[config.mk]
export PLATFORM = sky130hd
export DESIGN_NAME = adccs_regs
export DESIGN_NICKNAME = d
export VERILOG_FILES = /design/src/inc/adccs_pkg.sv /design/src/hw/adccs_regs.sv
export SDC_FILE = /design/constraint.sdc
export NUM_CORES = 1
export LEC_CHECK = 0
export BUFFER_PORTS_ARGS = -buffer_cell sky130_fd_sc_hd__buf_2
export CELL_PAD_IN_SITES_DETAIL_PLACEMENT = 1
export CELL_PAD_IN_SITES_GLOBAL_PLACEMENT = 2
export CORE_MARGIN = 2
export CORE_UTILIZATION = 29
export CTS_CLUSTER_DIAMETER = 30
export DETAILED_ROUTE_END_ITERATION = 8
export PLACE_DENSITY = 0.75
export SYNTH_ARGS = -nofsm -noshare
export SYNTH_HDL_FRONTEND = slang
export SYNTH_SLANG_ARGS = --single-unit
export TNS_END_PERCENT = 1
[constraint.sdc]
create_clock -name core_clk -period 1.8 [get_ports core_clk]
set_clock_uncertainty 0.15 [all_clocks]
set_input_delay 0.36 -clock core_clk [delete_from_list [all_inputs] [get_ports core_clk]]
set_output_delay 0.36 -clock core_clk [all_outputs]
set_load 0.1 [all_outputs]
[src/inc/adccs_pkg.sv]
// Purpose: constants and types of the sensor front end control/status block
// Assumes: byte-wide register port, one clock
// Notes:   reserved bits read as zero
// Summary of operation
// - bit 0 enables serial reset, default off
// - serial reset register locks after first write
// - full reset clears register and its lock
// - power write codes active, down, stand-by
// - power read shows mode in effect
// - restart bit abandons conversion, starts new
// - policy bit lets full reset restore calibration
// - bypass bit stops external clock detection
// - clock select acts only while bypassed
// - current code 0 to 0xa, 100 uA steps
// - available byte 0xff none, else ready
// - 24-bit result, high byte first at 0x1a
// - status bit 1 flags pending scan update
// - status bit 0 flags stale or repeat read
// - only code 0xc3 triggers full reset
package adccs_pkg;
  localparam int BYTE_W = 8;  // register width
  localparam int RES_W  = 24; // conversion result width
  localparam int PWR_W  = 2;  // power field width
  localparam int CUR_W  = 4;  // excitation code width

  // register offsets
  localparam logic [7:0] ADDR_RESET_CTRL = 8'h00;
  localparam logic [7:0] ADDR_SER_RESET  = 8'h02;
  localparam logic [7:0] ADDR_POWER      = 8'h08;
  localparam logic [7:0] ADDR_RESTART    = 8'h0b;
  localparam logic [7:0] ADDR_AUX        = 8'h12;
  localparam logic [7:0] ADDR_AVAIL      = 8'h18;
  localparam logic [7:0] ADDR_RES_HI     = 8'h1a;
  localparam logic [7:0] ADDR_RES_MID    = 8'h1b;
  localparam logic [7:0] ADDR_RES_LO     = 8'h1c;
  localparam logic [7:0] ADDR_CHAN_STAT  = 8'h1e;

  // codes
  localparam logic [7:0] FULL_RESET_CODE = 8'hc3;
  localparam logic [7:0] AVAIL_NONE      = 8'hff;
  localparam logic [7:0] AVAIL_READY     = 8'h00;
  localparam logic [1:0] PWR_ACTIVE      = 2'h0;
  localparam logic [1:0] PWR_DOWN        = 2'h1;
  localparam logic [1:0] PWR_UNDEF       = 2'h2;
  localparam logic [1:0] PWR_STANDBY     = 2'h3;
  localparam logic [3:0] CUR_CODE_MAX    = 4'ha;

  // field positions
  localparam int SPI_EN_BIT      = 0;
  localparam int PWR_LSB         = 0;
  localparam int RESTART_BIT     = 0;
  localparam int AUX_CAL_BIT     = 6;
  localparam int AUX_BYPASS_BIT  = 5;
  localparam int AUX_CLKSEL_BIT  = 4;
  localparam int AUX_CUR_LSB     = 0;
  localparam int STS_PENDING_BIT = 1;
  localparam int STS_STALE_BIT   = 0;
  localparam int RES_HI_LSB      = 16;
  localparam int RES_MID_LSB     = 8;
  localparam int RES_LO_LSB      = 0;
  localparam logic [1:0] IDX_HI  = 2'h0;
  localparam logic [1:0] IDX_MID = 2'h1;
  localparam logic [1:0] IDX_LO  = 2'h2;

  // one register access from the serial port logic
  typedef struct packed {
    logic       wr;    // write strobe
    logic       rd;    // read strobe
    logic [7:0] addr;  // register offset
    logic [7:0] wdata; // write byte
  } adccs_req_t;

  // all state of the block
  typedef struct packed {
    logic             spi_en;    // serial reset enable
    logic             spi_lock;  // sticky after first write
    logic [PWR_W-1:0] pwr_req;   // requested power mode
    logic [PWR_W-1:0] pwr_now;   // mode in effect
    logic             aux_cal;   // calibration reset policy
    logic             aux_byp;   // clock detect bypass
    logic             aux_sel;   // clock select
    logic             clk_ext;   // effective external clock
    logic [CUR_W-1:0] cur_code;  // excitation current code
    logic             avail;     // unread result present
    logic [RES_W-1:0] result;    // latched result
    logic [2:0]       read_mask; // bytes already read
    logic             stale;     // last result read stale
    logic [7:0]       rdata;     // read answer
    logic             rd_valid;  // read answer strobe
    logic             restart;   // restart pulse
    logic             full_rst;  // full reset pulse
    logic             cal_rst;   // calibration reset pulse
  } adccs_state_t;

  localparam adccs_state_t STATE_RESET = '0;
endpackage

[src/hw/adccs_regs.sv]
// Purpose: control and status registers of the sensor front end
// Assumes: serial framing decoded outside, one access per cycle
// Notes:   all outputs are flops of one state struct
`timescale 1ns/100ps
`default_nettype none
module adccs_regs (
  input  wire logic                         core_clk,            // 200 MHz
  input  wire logic                         rst_n,               // sync reset
  input  wire logic                         clk_en,              // freeze when low
  input  wire adccs_pkg::adccs_req_t        host_req,            // register access
  output logic [adccs_pkg::BYTE_W-1:0]      rd_data,             // read byte
  output logic                              rd_valid,            // read strobe
  input  wire logic                         conv_done,           // result pulse
  input  wire logic [adccs_pkg::RES_W-1:0]  conv_result,         // result word
  input  wire logic                         power_ack,           // mode applied
  input  wire logic                         scan_update_pending, // scan busy
  output logic                              serial_reset_enable, // serial reset on
  output logic [adccs_pkg::PWR_W-1:0]       power_mode_req,      // requested mode
  output logic                              conversion_restart,  // restart pulse
  output logic                              full_reset_pulse,    // full reset
  output logic                              calibration_reset,   // coeff restore
  output logic                              clock_detect_bypass, // detect off
  output logic                              clock_select_ext,    // ext clock
  output logic [adccs_pkg::CUR_W-1:0]       excitation_current_code // current
);
  import adccs_pkg::*;

  adccs_state_t st;      // registered state
  adccs_state_t next_st; // next state
  logic [7:0]   rd_byte; // read mux output
  logic         res_hit; // result byte addressed
  logic [1:0]   res_idx; // which result byte

  // write to a given offset this cycle
  function automatic logic wr_at(input adccs_req_t r, input logic [7:0] a);
    return r.wr && (r.addr == a);
  endfunction

  // read to a given offset this cycle
  function automatic logic rd_at(input adccs_req_t r, input logic [7:0] a);
    return r.rd && (r.addr == a);
  endfunction

  // read mux, address decode as an if chain
  always_comb begin
    rd_byte = '0;
    res_hit = 1'b0;
    res_idx = IDX_HI;
    if (host_req.addr == ADDR_SER_RESET) begin
      rd_byte[SPI_EN_BIT] = st.spi_en;
    end else if (host_req.addr == ADDR_POWER) begin
      // mode in effect, not the request
      rd_byte[PWR_LSB +: PWR_W] = st.pwr_now;
    end else if (host_req.addr == ADDR_AUX) begin
      rd_byte[AUX_CAL_BIT]            = st.aux_cal;
      rd_byte[AUX_BYPASS_BIT]         = st.aux_byp;
      rd_byte[AUX_CLKSEL_BIT]         = st.aux_sel;
      rd_byte[AUX_CUR_LSB +: CUR_W]   = st.cur_code;
    end else if (host_req.addr == ADDR_AVAIL) begin
      rd_byte = st.avail ? AVAIL_READY : AVAIL_NONE;
    end else if (host_req.addr == ADDR_RES_HI) begin
      rd_byte = st.result[RES_HI_LSB +: BYTE_W];
      res_hit = 1'b1;
      res_idx = IDX_HI;
    end else if (host_req.addr == ADDR_RES_MID) begin
      rd_byte = st.result[RES_MID_LSB +: BYTE_W];
      res_hit = 1'b1;
      res_idx = IDX_MID;
    end else if (host_req.addr == ADDR_RES_LO) begin
      rd_byte = st.result[RES_LO_LSB +: BYTE_W];
      res_hit = 1'b1;
      res_idx = IDX_LO;
    end else if (host_req.addr == ADDR_CHAN_STAT) begin
      // pending comes from the scan logic on this clock
      rd_byte[STS_PENDING_BIT] = scan_update_pending;
      rd_byte[STS_STALE_BIT]   = st.stale;
    end else begin
      // write-only and unmapped offsets read zero
      rd_byte = '0;
    end
  end

  // next state of the whole block
  always_comb begin
    next_st          = st;
    next_st.rd_valid = 1'b0;
    next_st.restart  = 1'b0;
    next_st.full_rst = 1'b0;
    next_st.cal_rst  = 1'b0;
    // power controller confirms the requested mode
    if (power_ack) begin
      next_st.pwr_now = st.pwr_req;
    end
    // register writes
    if (wr_at(host_req, ADDR_SER_RESET)) begin
      // first write lands, later ones bounce off
      if (!st.spi_lock) begin
        next_st.spi_en   = host_req.wdata[SPI_EN_BIT];
        next_st.spi_lock = 1'b1;
      end
    end else if (wr_at(host_req, ADDR_POWER)) begin
      // undefined code keeps the current request
      if (host_req.wdata[PWR_LSB +: PWR_W] != PWR_UNDEF) begin
        next_st.pwr_req = host_req.wdata[PWR_LSB +: PWR_W];
      end
    end else if (wr_at(host_req, ADDR_RESTART)) begin
      next_st.restart = host_req.wdata[RESTART_BIT];
    end else if (wr_at(host_req, ADDR_AUX)) begin
      next_st.aux_cal = host_req.wdata[AUX_CAL_BIT];
      next_st.aux_byp = host_req.wdata[AUX_BYPASS_BIT];
      next_st.aux_sel = host_req.wdata[AUX_CLKSEL_BIT];
      // codes past the top step would drive an unspecified current
      if (host_req.wdata[AUX_CUR_LSB +: CUR_W] <= CUR_CODE_MAX) begin
        next_st.cur_code = host_req.wdata[AUX_CUR_LSB +: CUR_W];
      end
    end
    // register reads
    if (host_req.rd) begin
      next_st.rd_valid = 1'b1;
      next_st.rdata    = rd_byte;
      if (res_hit) begin
        // stale when nothing new or this byte already seen
        next_st.stale = !st.avail || st.read_mask[res_idx];
        next_st.read_mask[res_idx] = 1'b1;
        // low byte closes the result
        if (res_idx == IDX_LO) begin
          next_st.avail = 1'b0;
        end
      end
    end
    // a new result beats a read that clears the old one
    if (conv_done) begin
      next_st.avail     = 1'b1;
      next_st.result    = conv_result;
      next_st.read_mask = '0;
    end
    // full reset overrides everything else in this cycle
    if (wr_at(host_req, ADDR_RESET_CTRL) &&
        (host_req.wdata == FULL_RESET_CODE)) begin
      next_st          = STATE_RESET;
      next_st.full_rst = 1'b1;
      // policy taken from the value before the reset
      next_st.cal_rst  = st.aux_cal;
    end
    // clock select only counts while detection is bypassed
    next_st.clk_ext = next_st.aux_byp && next_st.aux_sel;
  end

  // state register, frozen while clk_en is low
  always_ff @(posedge core_clk) begin
    if (!rst_n) begin
      st <= STATE_RESET;
    end else if (clk_en) begin
      st <= next_st;
    end
  end

  // outputs straight from the state flops
  assign rd_data                 = st.rdata;
  assign rd_valid                = st.rd_valid;
  assign serial_reset_enable     = st.spi_en;
  assign power_mode_req          = st.pwr_req;
  assign conversion_restart      = st.restart;
  assign full_reset_pulse        = st.full_rst;
  assign calibration_reset       = st.cal_rst;
  assign clock_detect_bypass     = st.aux_byp;
  assign clock_select_ext        = st.clk_ext;
  assign excitation_current_code = st.cur_code;

  // full reset write taken this cycle
  logic take_full;
  assign take_full = clk_en && wr_at(host_req, ADDR_RESET_CTRL) &&
                     (host_req.wdata == FULL_RESET_CODE);
endmodule // adccs_regs
`default_nettype wire

==> results.yml <==
job:
  maxCapViolations: 0
floorplanning:
  floorplan.die.width_um: 104
  floorplan.die.height_um: 104
  die-area_mm2: 0.0107
  initial_core_util: 0.297
  io_pins: 69
  core_mm2: 0.00968
  floorplan.rows: 36
routing:
  postRouteAntennaNets: 0
  drt_drc_violations_left: 0
  firstDrtPassIters: 4
  viasPerCell: 5.03
  totalWireLength_mm: 8.85
  drt_first_iter_violations: 73
  routed_wire_length_per_instance_um: 16.6
  dr_total_vias: 2686
placement:
  numPortBuffers: 68
  dpl_worst_slack_ns: -0.269
  place_congestion: 0.822
  hpwl_mm: 7.10
synthesis:
  synth.most_common_cell: "dfxtp_1"
  synth_largest_area_cell: "dfxtp_1"
  post_synth_instance_area_mm2: 0.00287
  synth.yosys.seq_area_share: 0.383
  synth_top_area_share: 0.383
  synth.net_count: 358
  post_synth_most_frequent_cells: "55 x dfxtp_1, 33 x a22o_1, 26 x nand2_1"
  synthFlopType: "dfxtp_1"
  syn_inst: 310
  syn-mean-instance-area_um2: 9.26
  synth_edf_count: 0
  yosysWarnings: 0
  synth-seq-cells: 55
  synth-async-reset-ratio: 0
  netlist-cell-type-count: 66
  ys_top_cells_by_area: "dfxtp_1 38%, a22o_1 10%, buf_4 4.2%"
timing:
  fin_tns_setup_ns: 0
  rsz0062_at_grt: "no"
  worst_slack_ns: 0.0806
  slew_headroom: 0.674
  period_share: 0.955
  final-setup-viol-count: 0
  maxSlewViolCount: 0
  final_hold_viol_count: 0
  fmax_mhz: 582
  min_period_ns: 1.72
  worst_slew_pin_slew_ns: 0.492
setup_path:
  setup.worst_path.start_class: "input port"
  worstSetupPathType: "input port to flip-flop"
  worst_ep_arrival_time_ns: 1.84
  worstPathMaxFanout: 8
  cp_data_required_time_ns: 1.92
  setup.worst_path.end_class: "flip-flop"
cts:
  cts.sinks: 55
  post_cts_buffers: 0
  clk_pin_slew_worst_paths_ns: 0.11
  cts.path.max_buffers: 2
  cts_made_buffers: 5
  cts_max_level: 2
  post_cts_hold_buffer_count: 0
  worstSkewPairLatency_ns: 0.31
  clock_tree.root_cell: "clkbuf_8"
  tritoncts: "done"
pwr:
  peakVddDrop_v: 0.000294
  p_int_uw: 1690
  register_share_of_total_power: 0.538
  clock_power_share: 0.313
  power.share.switching: 0.282
  power.switching_uw: 664
  power.leakage_uw: 0.00151
  p_comb_frac: 0.149
  powerDensity_mw_per_mm2: 641
layout:
  share_of_post_route_cells_with_drive_strength_above_1: 0.372
  layout-area-overhead-vs-synth_pct: 28.1
  finish.net_count: 448
  final_core_utilization: 0.380
  fill_cells: 1141
  antennaDiodeCount: 0
min_path:
  min_path_type: "input port to flip-flop"
global_routing:
  grt_overflow: 0
  grt_first_pass_wirelength_mm: 14.5
  first_global_vias: 2763
  grt_start_max_net_pins: 28
  antenna_found_initial: 0
  grt.total_usage: 0.168
status:
  status: "completed"
worst paths after layout:
| kind | startpoint | end | slack (ns) | depth (start not counted) |
|---|---|---|---|---|
| worst max-delay path | host_req[10] | rd_data[4]$_SDFFE_PN0P_ | 0.08 | 6 |
| worst min-delay path | conv_result[21] | st[37]$_SDFFE_PN0P_ | 0.09 | 2 |
| worst max register to register | st[49]$_SDFFE_PN0P_ | rd_data[0]$_SDFFE_PN0P_ | 0.21 | 5 |
| worst min register to register | calibration_reset$_SDFFE_PN0P_ | calibration_reset$_SDFFE_PN0P_ | 0.31 | 2 |
metrics by stage:
| stage | area, µm² | power, µW | hold WS, ns | std cells |
|---|---|---|---|---|
| after floorplan | 2870 | 1470 | 0.274 | 310 |
| after global placement | 3570 | 1640 | 0.286 | 526 |
| after detailed placement | 3570 | 1650 | 0.295 | 526 |
| after CTS | 3670 | 2400 | 0.0794 | 534 |
| after global routing | 3680 | 2470 | 0.0864 | 534 |
| final | 3680 | 2360 | 0.0948 | 534 |
cell families after synthesis:
kind of cell	Yosys count	share of synthesized area
AO/OA/AOI/OAI	111	0.295
buffers and inverters	45	0.0885
flip-flops	55	0.383
multiplexers	4	0.0139
AND/OR/NAND/NOR	95	0.219
flip-flops by register name, indices dropped and copies added, names as in the netlist:
register                 cells
calibration_reset            1
clock_detect_bypass          1
clock_select_ext             1
conversion_restart           1
excitation_current_code      4
full_reset_pulse             1
power_mode_req               2
rd_data                      8
rd_valid                     1
serial_reset_enable          1
st                          34
power by group through the flow:
stage | logic, µW | clock network [µW] | registers, µW
2_1_floorplan | 174 | 0 | 1300
3_3_place_gp | 347 | 0 | 1290
3_5_place_dp | 352 | 0 | 1300
4_1_cts | 354 | 774 | 1270
5_1_grt | 385 | 809 | 1270
6_report | 352 | 738 | 1270
worst max-delay path, stage by stage:
cell	delay (ns)
buf_2	0.21
or3b_4	0.45
nor3_4	0.30
a22o_1	0.23
o22a_1	0.15
a22o_1	0.13
area by class of cell:
| type | count | area (µm²) | area share |
|---|---|---|---|
| Clock buffer | 5 | 68.8 | 0.0187 |
| Inverter | 10 | 37.5 | 0.0102 |
| Sequential cell | 55 | 1100 | 0.299 |
| Tap cell | 133 | 166 | 0.0453 |
| Timing Repair Buffer | 118 | 753 | 0.205 |
| Multi-Input combinational cell | 210 | 1520 | 0.414 |
| Clock inverter | 3 | 27.5 | 0.00749 |
per-layer routing:
layer  vias up  global-route usage  part of all wire
met4         0              0.0347            0.0090
li1       1332                   -                 -
met3         6              0.0264             0.027
met5         -                   0                 0
met1      1299               0.224              0.49
met2        49               0.288              0.48
layout by cell type (no fill, tap or decap), types with 2 or more instances in the layout:
cell       instances
nor2_4             2
dfxtp_1           55
buf_12             3
nor2b_1            5
nand2_1           26
nor2_1             5
nand3_2            2
nor3_4             2
buf_2             68
mux2i_1            4
nand4_1            7
nand3_1           15
and3_1             2
a31oi_1            4
nand3b_1           5
o22a_1             5
buf_4             47
a22o_1            33
nor3_2             2
a32o_1             4
clkbuf_8           5
nand2b_1           5
inv_1             10
nor4b_4            2
a21o_1             2
and2_1             2
o21ai_0           13
o2bb2ai_1          2
a21oi_1           23
o21a_1             2
timing repair:
action / CTS / global route
resized for setup: 0 / 1
endpoints found under the hold margin: 0 / 0
endpoints found under the setup margin: 0 / 15
No activity file was read; power rests on OpenSTA's default activity.
